`src/core/crc_consts.vh`:
```
/*
  Constants of the clock and reset control block: register addresses,
  field positions, reset values and timing figures.
  Assumes a 200 MHz core clock; counts are derived in the modules.
*/
`ifndef CRC_CONSTS_VH
`define CRC_CONSTS_VH

// ----------------------------------------------------------------
// register addresses on the i/o port
// ----------------------------------------------------------------
`define CRC_ADDR_WDCLR 8'h26
`define CRC_ADDR_CFG 8'hF8
`define CRC_ADDR_PSC 8'hFF

// ----------------------------------------------------------------
// clock configuration fields
// ----------------------------------------------------------------
`define CRC_CFG_EXT_EN 0
`define CRC_CFG_CLKOUT_DIS 1
`define CRC_CFG_PRECISION 2
`define CRC_CFG_LVR_DIS 3
`define CRC_CFG_RESUME_DLY 7
`define CRC_CFG_RESET 8'h00

// ----------------------------------------------------------------
// processor status and control: reset cause fields
// ----------------------------------------------------------------
`define CRC_PSC_LVR 4
`define CRC_PSC_WDR 6

// ----------------------------------------------------------------
// reset targets
// ----------------------------------------------------------------
`define CRC_RESET_PC 16'h0000
`define CRC_RESET_SP 8'h00

// ----------------------------------------------------------------
// timing
// ----------------------------------------------------------------
`define CRC_CLK_MHZ 24'hC8
`define CRC_US_PER_MS 24'h3E8
`define CRC_EXT_SHORT_US 24'h80
`define CRC_EXT_LONG_MS 24'h4
`define CRC_WDR_HOLD_MS 24'h2
`define CRC_START_US 24'h3E8
`define CRC_WATCH_MS 24'h8
`define CRC_CNT_W 24

`endif

```
`src/core/crc_watchdog.v`:
```
/*
  Watchdog timer: counts core clocks while enabled and pulses on
  rollover. Assumes the clear pulse comes from the register port
  on the same clock.
*/
`timescale 1ns/1ps
`default_nettype none
`include "crc_consts.vh"

module crc_watchdog #(
  parameter [`CRC_CNT_W-1:0] WATCH_CYC = `CRC_CNT_W'd1600000
)
(
  // clock and reset
  input wire core_clk,
  input wire resetn,
  // control
  input wire enable,
  input wire clear,
  // event
  output reg rollover
);

  reg [`CRC_CNT_W-1:0] count;

  // ----------------------------------------------------------------
  // counter
  // ----------------------------------------------------------------
  always @(posedge core_clk)
  begin
    if (!resetn)
    begin
      count <= {`CRC_CNT_W{1'b0}};
      rollover <= 1'b0;
    end
    else
    begin
      rollover <= 1'b0;
      // stopped timer restarts from zero so each run gets a full period
      if (clear || !enable)
      begin
        count <= {`CRC_CNT_W{1'b0}};
      end
      else if (count == WATCH_CYC - `CRC_CNT_W'd1)
      begin
        count <= {`CRC_CNT_W{1'b0}};
        rollover <= 1'b1;
      end
      else
      begin
        count <= count + `CRC_CNT_W'd1;
      end
    end
  end

endmodule
`default_nettype wire

```
`src/core/crc_clock_reset.v`:
```
/*
  Clock source selection and reset sequencing: configuration and
  watchdog clear registers, reset cause flags, start-up, external
  oscillator switch, watchdog hold and suspend clock choice.
  Assumes supply detectors, oscillator stability and pins arrive
  asynchronously; i/o strobes come from the core on core_clk.
*/
//
// Contract
// - precision trim only internal, after usb traffic
// - clock output disable drives output pin high
// - setting ext enable halts cpu, starts resonator
// - clearing ext enable only matters at wake
// - internal mode: input pin pulled down, readable
// - power-up runs internal, clock driven out
// - external switch: wait stable, then resume delay
// - external mode left only by suspend wake or by brown-out or low-voltage reset
// - record low-voltage and watchdog reset causes
// - reset starts at zero, nothing pushed
// - reset clears registers, pins high impedance
// - brown-out forces internal mode, start-up wait
// - watchdog keeps clock mode, clears enable bit
// - both stack pointers reset to zero
// - low-voltage reset armed, start-up timed, repeats
// - low-voltage reset off by bit or suspend
// - brown-out re-arms low-voltage reset, waits supply
// - watchdog clear write restarts timer, rollover resets
// - watchdog reset holds fixed period, restarts
`timescale 1ns/1ps
`default_nettype none
`include "crc_consts.vh"

module crc_clock_reset #(
  parameter [`CRC_CNT_W-1:0] EXT_SHORT_CYC =
    `CRC_EXT_SHORT_US * `CRC_CLK_MHZ,
  parameter [`CRC_CNT_W-1:0] EXT_LONG_CYC =
    `CRC_EXT_LONG_MS * `CRC_US_PER_MS * `CRC_CLK_MHZ,
  parameter [`CRC_CNT_W-1:0] WDR_HOLD_CYC =
    `CRC_WDR_HOLD_MS * `CRC_US_PER_MS * `CRC_CLK_MHZ,
  parameter [`CRC_CNT_W-1:0] START_CYC =
    `CRC_START_US * `CRC_CLK_MHZ,
  parameter [`CRC_CNT_W-1:0] WATCH_CYC =
    `CRC_WATCH_MS * `CRC_US_PER_MS * `CRC_CLK_MHZ
)
(
  // clock and reset
  input wire core_clk,
  input wire resetn,
  // i/o register port
  input wire [7:0] ioAddr,
  input wire [7:0] ioWrData,
  input wire ioWr,
  input wire ioRd,
  output reg [7:0] ioRdData,
  // supply detectors and events
  input wire lowVoltDetect,
  input wire brownOutDetect,
  input wire usbTrafficSeen,
  input wire suspendReq,
  input wire wakeEvent,
  // oscillators
  input wire intOscClk,
  input wire extClkStable,
  output reg intOscEnable,
  output reg extOscEnable,
  output reg chipClkEnable,
  output reg clkUseExt,
  output reg trimEnable,
  output reg precisionLocked,
  // oscillator pins
  input wire oscInputPin,
  output reg oscOutputPin,
  output reg oscOutputPinOeN,
  output reg oscInputPullDown,
  output reg auxPortBitOne,
  // reset outputs to the rest of the chip
  output reg chipRstn,
  output reg cpuHalt,
  output reg pinsHighZ,
  output reg lvrActive,
  output reg [15:0] resetVector,
  output reg resetNoPush,
  output reg [7:0] stackPtrInit,
  output reg [7:0] dataStackInit,
  output reg lvrCause,
  output reg wdrCause
);

  // ----------------------------------------------------------------
  // states
  // ----------------------------------------------------------------
  localparam [5:0] S_START = 6'h01;
  localparam [5:0] S_RUN = 6'h02;
  localparam [5:0] S_EXTWAIT = 6'h04;
  localparam [5:0] S_EXTDLY = 6'h08;
  localparam [5:0] S_WDHOLD = 6'h10;
  localparam [5:0] S_SUSP = 6'h20;

  function [`CRC_CNT_W-1:0] resumeCycles;
    input longDelay;
    begin
      resumeCycles = longDelay ? EXT_LONG_CYC - `CRC_CNT_W'd1 :
                                 EXT_SHORT_CYC - `CRC_CNT_W'd1;
    end
  endfunction

  reg [5:0] state;
  reg [`CRC_CNT_W-1:0] cnt;
  reg [7:0] cfg;
  reg useExt;
  reg [1:0] lowVoltSync, brownSync, stableSync, intClkSync, oscInSync;
  wire lowVolt, brownOut, extStable, lvrArmed;
  wire cfgWrite, pscWrite, wdClear, wdRoll;

  // ----------------------------------------------------------------
  // input synchronisers
  // ----------------------------------------------------------------
  always @(posedge core_clk)
  begin
    if (!resetn)
    begin
      lowVoltSync <= 2'h0;
      brownSync <= 2'h0;
      stableSync <= 2'h0;
      intClkSync <= 2'h0;
      oscInSync <= 2'h0;
    end
    else
    begin
      lowVoltSync <= {lowVoltSync[0], lowVoltDetect};
      brownSync <= {brownSync[0], brownOutDetect};
      stableSync <= {stableSync[0], extClkStable};
      intClkSync <= {intClkSync[0], intOscClk};
      oscInSync <= {oscInSync[0], oscInputPin};
    end
  end

  assign lowVolt = lowVoltSync[1];
  assign brownOut = brownSync[1];
  assign extStable = stableSync[1];
  // detector is off when disabled by firmware or in suspend
  assign lvrArmed = !cfg[`CRC_CFG_LVR_DIS] && (state != S_SUSP);
  assign cfgWrite = ioWr && (ioAddr == `CRC_ADDR_CFG) && (state == S_RUN);
  assign pscWrite = ioWr && (ioAddr == `CRC_ADDR_PSC) && (state == S_RUN);
  assign wdClear = ioWr && (ioAddr == `CRC_ADDR_WDCLR);

  // ----------------------------------------------------------------
  // watchdog
  // ----------------------------------------------------------------
  crc_watchdog #(
    .WATCH_CYC(WATCH_CYC)
  ) uWatchdog (
    .core_clk(core_clk),
    .resetn(resetn),
    .enable(state == S_RUN),
    .clear(wdClear),
    .rollover(wdRoll)
  );

  // ----------------------------------------------------------------
  // sequencer
  // ----------------------------------------------------------------
  always @(posedge core_clk)
  begin
    if (!resetn)
    begin
      // power-up: internal clock, low-voltage reset armed
      state <= S_START;
      cnt <= START_CYC - `CRC_CNT_W'd1;
      cfg <= `CRC_CFG_RESET;
      useExt <= 1'b0;
      lvrCause <= 1'b1;
      wdrCause <= 1'b0;
    end
    else if (brownOut || (lowVolt && lvrArmed))
    begin
      // brown-out clears the disable bit, which re-arms the detector
      state <= S_START;
      cnt <= START_CYC - `CRC_CNT_W'd1;
      cfg <= `CRC_CFG_RESET;
      useExt <= 1'b0;
      lvrCause <= 1'b1;
    end
    else if (wdRoll)
    begin
      // clock mode kept; cleared enable bit only counts at next wake
      state <= S_WDHOLD;
      cnt <= WDR_HOLD_CYC - `CRC_CNT_W'd1;
      cfg <= `CRC_CFG_RESET;
      wdrCause <= 1'b1;
    end
    else
    begin
      // cause flags: firmware clears by writing zero; sets win above
      if (pscWrite)
      begin
        lvrCause <= lvrCause && ioWrData[`CRC_PSC_LVR];
        wdrCause <= wdrCause && ioWrData[`CRC_PSC_WDR];
      end
      case (state)
        S_START:
        begin
          // held while supply stays low, then start-up period
          if (lowVolt)
          begin
            cnt <= START_CYC - `CRC_CNT_W'd1;
          end
          else if (cnt == {`CRC_CNT_W{1'b0}})
          begin
            state <= S_RUN;
          end
          else
          begin
            cnt <= cnt - `CRC_CNT_W'd1;
          end
        end
        S_RUN:
        begin
          if (cfgWrite)
          begin
            cfg <= ioWrData;
            if (ioWrData[`CRC_CFG_EXT_EN] && !useExt)
            begin
              useExt <= 1'b1;
              state <= S_EXTWAIT;
            end
          end
          else if (suspendReq)
          begin
            state <= S_SUSP;
          end
        end
        S_EXTWAIT:
        begin
          if (extStable)
          begin
            state <= S_EXTDLY;
            cnt <= resumeCycles(cfg[`CRC_CFG_RESUME_DLY]);
          end
        end
        S_EXTDLY, S_WDHOLD:
        begin
          if (cnt == {`CRC_CNT_W{1'b0}})
          begin
            state <= S_RUN;
          end
          else
          begin
            cnt <= cnt - `CRC_CNT_W'd1;
          end
        end
        S_SUSP:
        begin
          if (wakeEvent)
          begin
            // only here does a cleared enable bit take effect
            useExt <= cfg[`CRC_CFG_EXT_EN];
            state <= cfg[`CRC_CFG_EXT_EN] ? S_EXTWAIT : S_RUN;
          end
        end
        default:
        begin
          state <= S_START;
          cnt <= START_CYC - `CRC_CNT_W'd1;
        end
      endcase
    end
  end

  // ----------------------------------------------------------------
  // register read port
  // ----------------------------------------------------------------
  always @(posedge core_clk)
  begin
    if (!resetn)
    begin
      ioRdData <= 8'h00;
    end
    else if (ioRd)
    begin
      case (ioAddr)
        `CRC_ADDR_CFG:
        begin
          ioRdData <= cfg;
        end
        `CRC_ADDR_PSC:
        begin
          ioRdData <= {1'b0, wdrCause, 1'b0, lvrCause, 4'h0};
        end
        default:
        begin
          // clear register is write-only and reads as zero
          ioRdData <= 8'h00;
        end
      endcase
    end
  end

  // ----------------------------------------------------------------
  // clock and pin outputs
  // ----------------------------------------------------------------
  always @(posedge core_clk)
  begin
    if (!resetn)
    begin
      intOscEnable <= 1'b1;
      extOscEnable <= 1'b0;
      chipClkEnable <= 1'b0;
      clkUseExt <= 1'b0;
      trimEnable <= 1'b0;
      precisionLocked <= 1'b0;
      oscOutputPin <= 1'b0;
      oscOutputPinOeN <= 1'b0;
      oscInputPullDown <= 1'b1;
      auxPortBitOne <= 1'b0;
    end
    else
    begin
      intOscEnable <= !useExt && (state != S_SUSP);
      extOscEnable <= useExt && (state != S_SUSP);
      // chip clocks stay off until the resonator is stable
      chipClkEnable <= (state != S_EXTWAIT) && (state != S_SUSP);
      clkUseExt <= useExt;
      trimEnable <= !useExt && cfg[`CRC_CFG_PRECISION];
      precisionLocked <= !useExt && cfg[`CRC_CFG_PRECISION] &&
        (precisionLocked || usbTrafficSeen);
      // in external mode the pin belongs to the resonator
      oscOutputPinOeN <= useExt;
      oscOutputPin <= cfg[`CRC_CFG_CLKOUT_DIS] ? 1'b1 : intClkSync[1];
      oscInputPullDown <= !useExt;
      // plain level, never routed to any interrupt
      auxPortBitOne <= useExt ? 1'b0 : oscInSync[1];
    end
  end

  // ----------------------------------------------------------------
  // reset outputs
  // ----------------------------------------------------------------
  always @(posedge core_clk)
  begin
    if (!resetn)
    begin
      chipRstn <= 1'b0;
      cpuHalt <= 1'b1;
      pinsHighZ <= 1'b1;
      lvrActive <= 1'b1;
      // constant targets: loaded by reset, then simply held
      resetVector <= `CRC_RESET_PC;
      resetNoPush <= 1'b1;
      stackPtrInit <= `CRC_RESET_SP;
      dataStackInit <= `CRC_RESET_SP;
    end
    else
    begin
      // chip reset clears other registers, tristates pins, masks irqs
      chipRstn <= (state != S_START) && (state != S_WDHOLD);
      pinsHighZ <= (state == S_START) || (state == S_WDHOLD);
      cpuHalt <= (state != S_RUN);
      lvrActive <= lvrArmed;
    end
  end

endmodule
`default_nettype wire

```
`config.mk`:
```
export PLATFORM = sky130hd
export DESIGN_NAME = crc_clock_reset
export DESIGN_NICKNAME = d
export VERILOG_FILES = /design/src/core/crc_watchdog.v /design/src/core/crc_clock_reset.v
export VERILOG_INCLUDE_DIRS = /design/src /design/src/core
export SDC_FILE = /design/constraint.sdc
export NUM_CORES = 1
export LEC_CHECK = 0
export BUFFER_PORTS_ARGS = -buffer_cell sky130_fd_sc_hd__buf_2
export CAP_MARGIN = 20
export CORE_ASPECT_RATIO = 0.7
export CORE_MARGIN = 5
export CORE_UTILIZATION = 40
export CTS_CLUSTER_DIAMETER = 100
export CTS_CLUSTER_SIZE = 28
export DETAILED_ROUTE_END_ITERATION = 16
export GPL_TIMING_DRIVEN = 0
export PLACE_DENSITY = 0.64
export SLEW_MARGIN = 15
export SYNTH_ARGS = -nofsm -noshare
export SYNTH_HDL_FRONTEND = slang
export SYNTH_SLANG_ARGS = --single-unit
```
`constraint.sdc`:
```
create_clock -name core_clk -period 5.9 [get_ports core_clk]
set_input_delay 0.295 -clock core_clk [delete_from_list [all_inputs] [get_ports core_clk]]
set_output_delay 0.295 -clock core_clk [all_outputs]
set_load 0.03 [all_outputs]
```
==> flow_metrics.env <==
export IMPL_grt_usage_pct=16.8
export IMPL_path_common_cell="clkbuf_1"
export IMPL_cts_max_level=3
export IMPL_synth_area_leader_cell="dfxtp_1"
export IMPL_via_per_inst=5.14
export IMPL_start_util_pct=40.5
export IMPL_powerDensity_nw_per_um2=238
export IMPL_ctsLongestPathBuffers=2
export IMPL_cts_buffers=9
export IMPL_finalSetupTns_ns=0
export IMPL_row_count=33
export IMPL_clkSinkCount=97
export IMPL_total_power_mw=1.33
export IMPL_hold_viol=0
export IMPL_cp_max_fo=9
export IMPL_seqCellArea_um2=1940
export IMPL_io_pins=85
export IMPL_gp_congestion=0.877
export IMPL_die_area_um2=14100
export IMPL_path_clk_slew_ns=0.07
export IMPL_max_slew_margin_pct=39.8
export IMPL_synth_area_leaders="dfxtp_1 (41%), nor2_1 (6.1%), buf_4 (5.4%)"
export IMPL_synth_area_per_cell_um2=8.44
export IMPL_path_class="reg -> reg"
export IMPL_wl_um=11700
export IMPL_die_w_um=140
export IMPL_ys_warn_count=0
export IMPL_antenna_cells=0
export IMPL_clk_latency_ns=0.35
export IMPL_period_minus_slack_ns=3.59
export IMPL_synth_edff_count=0
export IMPL_worst_slack_ns=2.31
export IMPL_status="complete, no violations"
export IMPL_drv_slew=0
export IMPL_critPathTopFamily="simple AND/OR/NAND/NOR gates"
export IMPL_max_cap_violations=0
export IMPL_max_stage_delay_ns=0.70
export IMPL_syn2layout_area_growth_pct=18.4
export IMPL_ys_ff_latch=97
export IMPL_worstPathRequired_ns=6.15
export IMPL_wire_per_inst_um=14.4
export IMPL_grt_pass1_vias=4015
export IMPL_firstDrtPassIters=5
export IMPL_synth_flop_cell="dfxtp_1"
export IMPL_via_count=4188
export IMPL_fin_crit_sh_pct=60.8
export IMPL_dp_hpwl_um=8840
export IMPL_ys_seq_area_share_pct=41.2
export IMPL_tritoncts="built"
export IMPL_clock_skew_ns=0.00561
export IMPL_async_flop_share_pct=0
export IMPL_crit_path_end_kind="flip-flop"
export IMPL_cp_start_kind="flip-flop"
export IMPL_cts_resized=0
export IMPL_die_height_um=101
export IMPL_fp_coreArea_um2=11600
export IMPL_ir_worst_vdd_mv=0.146
export IMPL_port_buffers=51
export IMPL_final_net_count=682
export IMPL_drc=0
export IMPL_holdCritPathClass="in -> reg"
export IMPL_gr_total_overflow=0
export IMPL_max_freq_ghz=0.279
export IMPL_p_leak_nw=2.23
export IMPL_drive_above_1_share_pct=19.3
export IMPL_grt_setup_unrepaired="false"
export IMPL_synthesis_area_um2=4720
export IMPL_antenna_found_initial=0
export IMPL_fillers=1138
export IMPL_cp_num_buf_inv=2
export IMPL_finalSetupViolCount=0
export IMPL_worst_pin_slew_ns=0.894
export IMPL_crit_chain="clkbuf_1 -> nor3_1 -> a221oi_1 -> or2_2 -> clkbuf_1 -> nor2_1 -> o21ai_0 -> o32ai_1"
export IMPL_crit_path_top_delay_cell="nor3_1"
export IMPL_cts_root_buf="clkbuf_16"
export IMPL_yosysUniqueCellTypes=65
export IMPL_syn_inst=559
export IMPL_grt_pass1_wl_um=19400
export IMPL_cts_hold_buf=0
export IMPL_yosysTopAreaCellShare_pct=41.2
export IMPL_cts_setup_buffers=0
export IMPL_grt_max_degree=19
export IMPL_critPathArrivalTime_ns=3.84
export IMPL_first_iter_violations=298
export IMPL_dp_slack_ns=2.36
export IMPL_multi_input_area_um2=2490
export IMPL_final_antenna_net_count=0
layout by cell type (no fill, tap or decap), types with 5 or more instances in the layout:
master	synthesis	final
nand2_1	39	39
conb_1	2	33
nor2b_1	9	9
nor3_1	15	15
and3_1	6	6
inv_1	13	13
nor4b_1	5	5
o31ai_1	5	5
nor3b_1	9	9
clkbuf_1	16	16
dfxtp_1	97	97
xor2_1	22	22
buf_4	34	34
nor4_1	11	11
o21ai_0	22	22
nand3_1	20	20
or4_1	5	5
nor2_1	77	77
buf_2	6	57
clkbuf_16	0	9
xnor2_1	13	13
a21oi_1	26	26
a22oi_1	5	5
nand4_1	10	10
mux2i_1	10	10
and2_1	12	12
cell usage after synthesis, drive strengths merged, types with 3 or more instances:
master,count
inv,13
nor3b,10
nor2,78
mux2i,10
xor2,22
o31ai,5
nand4,10
nor2b,9
o21bai,3
or3,5
or3b,3
nor3,16
nor4,12
nor4b,5
nand2,39
and2,13
a31oi,4
o21a,3
or4,8
o21ai,22
a22oi,5
or2,3
xnor2,13
a21o,4
o31a,3
clkbuf,16
and3,6
dfxtp,97
o211ai,3
nand3,20
a21oi,26
buf,41
power by group:
part           total (mW)  internal [mW]  switching (mW)  leakage, nW
Sequential          0.662          0.659         0.00271        0.785
Clock               0.575          0.307           0.268        0.144
Combinational      0.0922         0.0318          0.0604         1.30
flip-flops by register name, summed over array words and instances (netlist names), 2 cells and up:
name             count
state                6
lowVoltSync          2
stableSync           2
uWatchdog.count     24
brownSync            2
cfg                  8
oscInSync            2
intClkSync           2
cnt                 24
ioRdData             8
final cells by class:
type / instances / area share [%]
Clock buffer: 10 / 4.28
Clock inverter: 6 / 1.01
Sequential cell: 97 / 34.8
Tap cell: 157 / 3.52
Timing Repair Buffer: 51 / 4.57
Inverter: 13 / 0.874
Multi-Input combinational cell: 423 / 44.6
Buffer: 57 / 6.38
per-layer routing:
layer  part of all wire, %  GRT usage (%)
met4                   1.0           4.99
met1                    49           22.8
met3                   7.5           4.69
met2                    42           26.1
met5                     0              0
worst reg2reg max path: cells and delay by family (launching register included):
family          cells  cell delay (ns)
compound gates      3             1.09
buf+inv             2             0.44
simple gates        3             1.67
flops               1             0.30
metrics by stage:
step                instances  hold slack (ns)  utilization, %  cell area (µm²)
floorplan                 590            0.404               -             4830
global placement          798            0.419            45.4             5290
detailed placement        798            0.422            45.4             5290
CTS                       814            0.144            47.9             5580
global route              814            0.162            48.0             5590
finish                    814            0.154            48.0             5590
kinds of logic (layout without fill, tap and decap cells):
group           count (synthesis)  after routing  synth area share, %
compound gates                 99             99                 13.7
flops                          97             97                 41.2
mux                            10             10                 2.12
buf+inv                        70            137                 8.59
simple gates                  244            244                 27.2
fa+ha+maj                       2              2                0.530
other cells                     2             33                0.159
xor+xnor                       35             35                 6.50
final timing paths:
check | from | to | slack [ns] | cells past startpoint
max | state[3] | cnt[13] | 2.31 | 8
min | lowVoltDetect | lowVoltSync[0] | 0.15 | 2
max reg2reg | state[3] | cnt[13] | 2.31 | 8
min reg2reg | stableSync[0] | stableSync[1] | 0.43 | 1
Power figures use the tool's default switching activity.
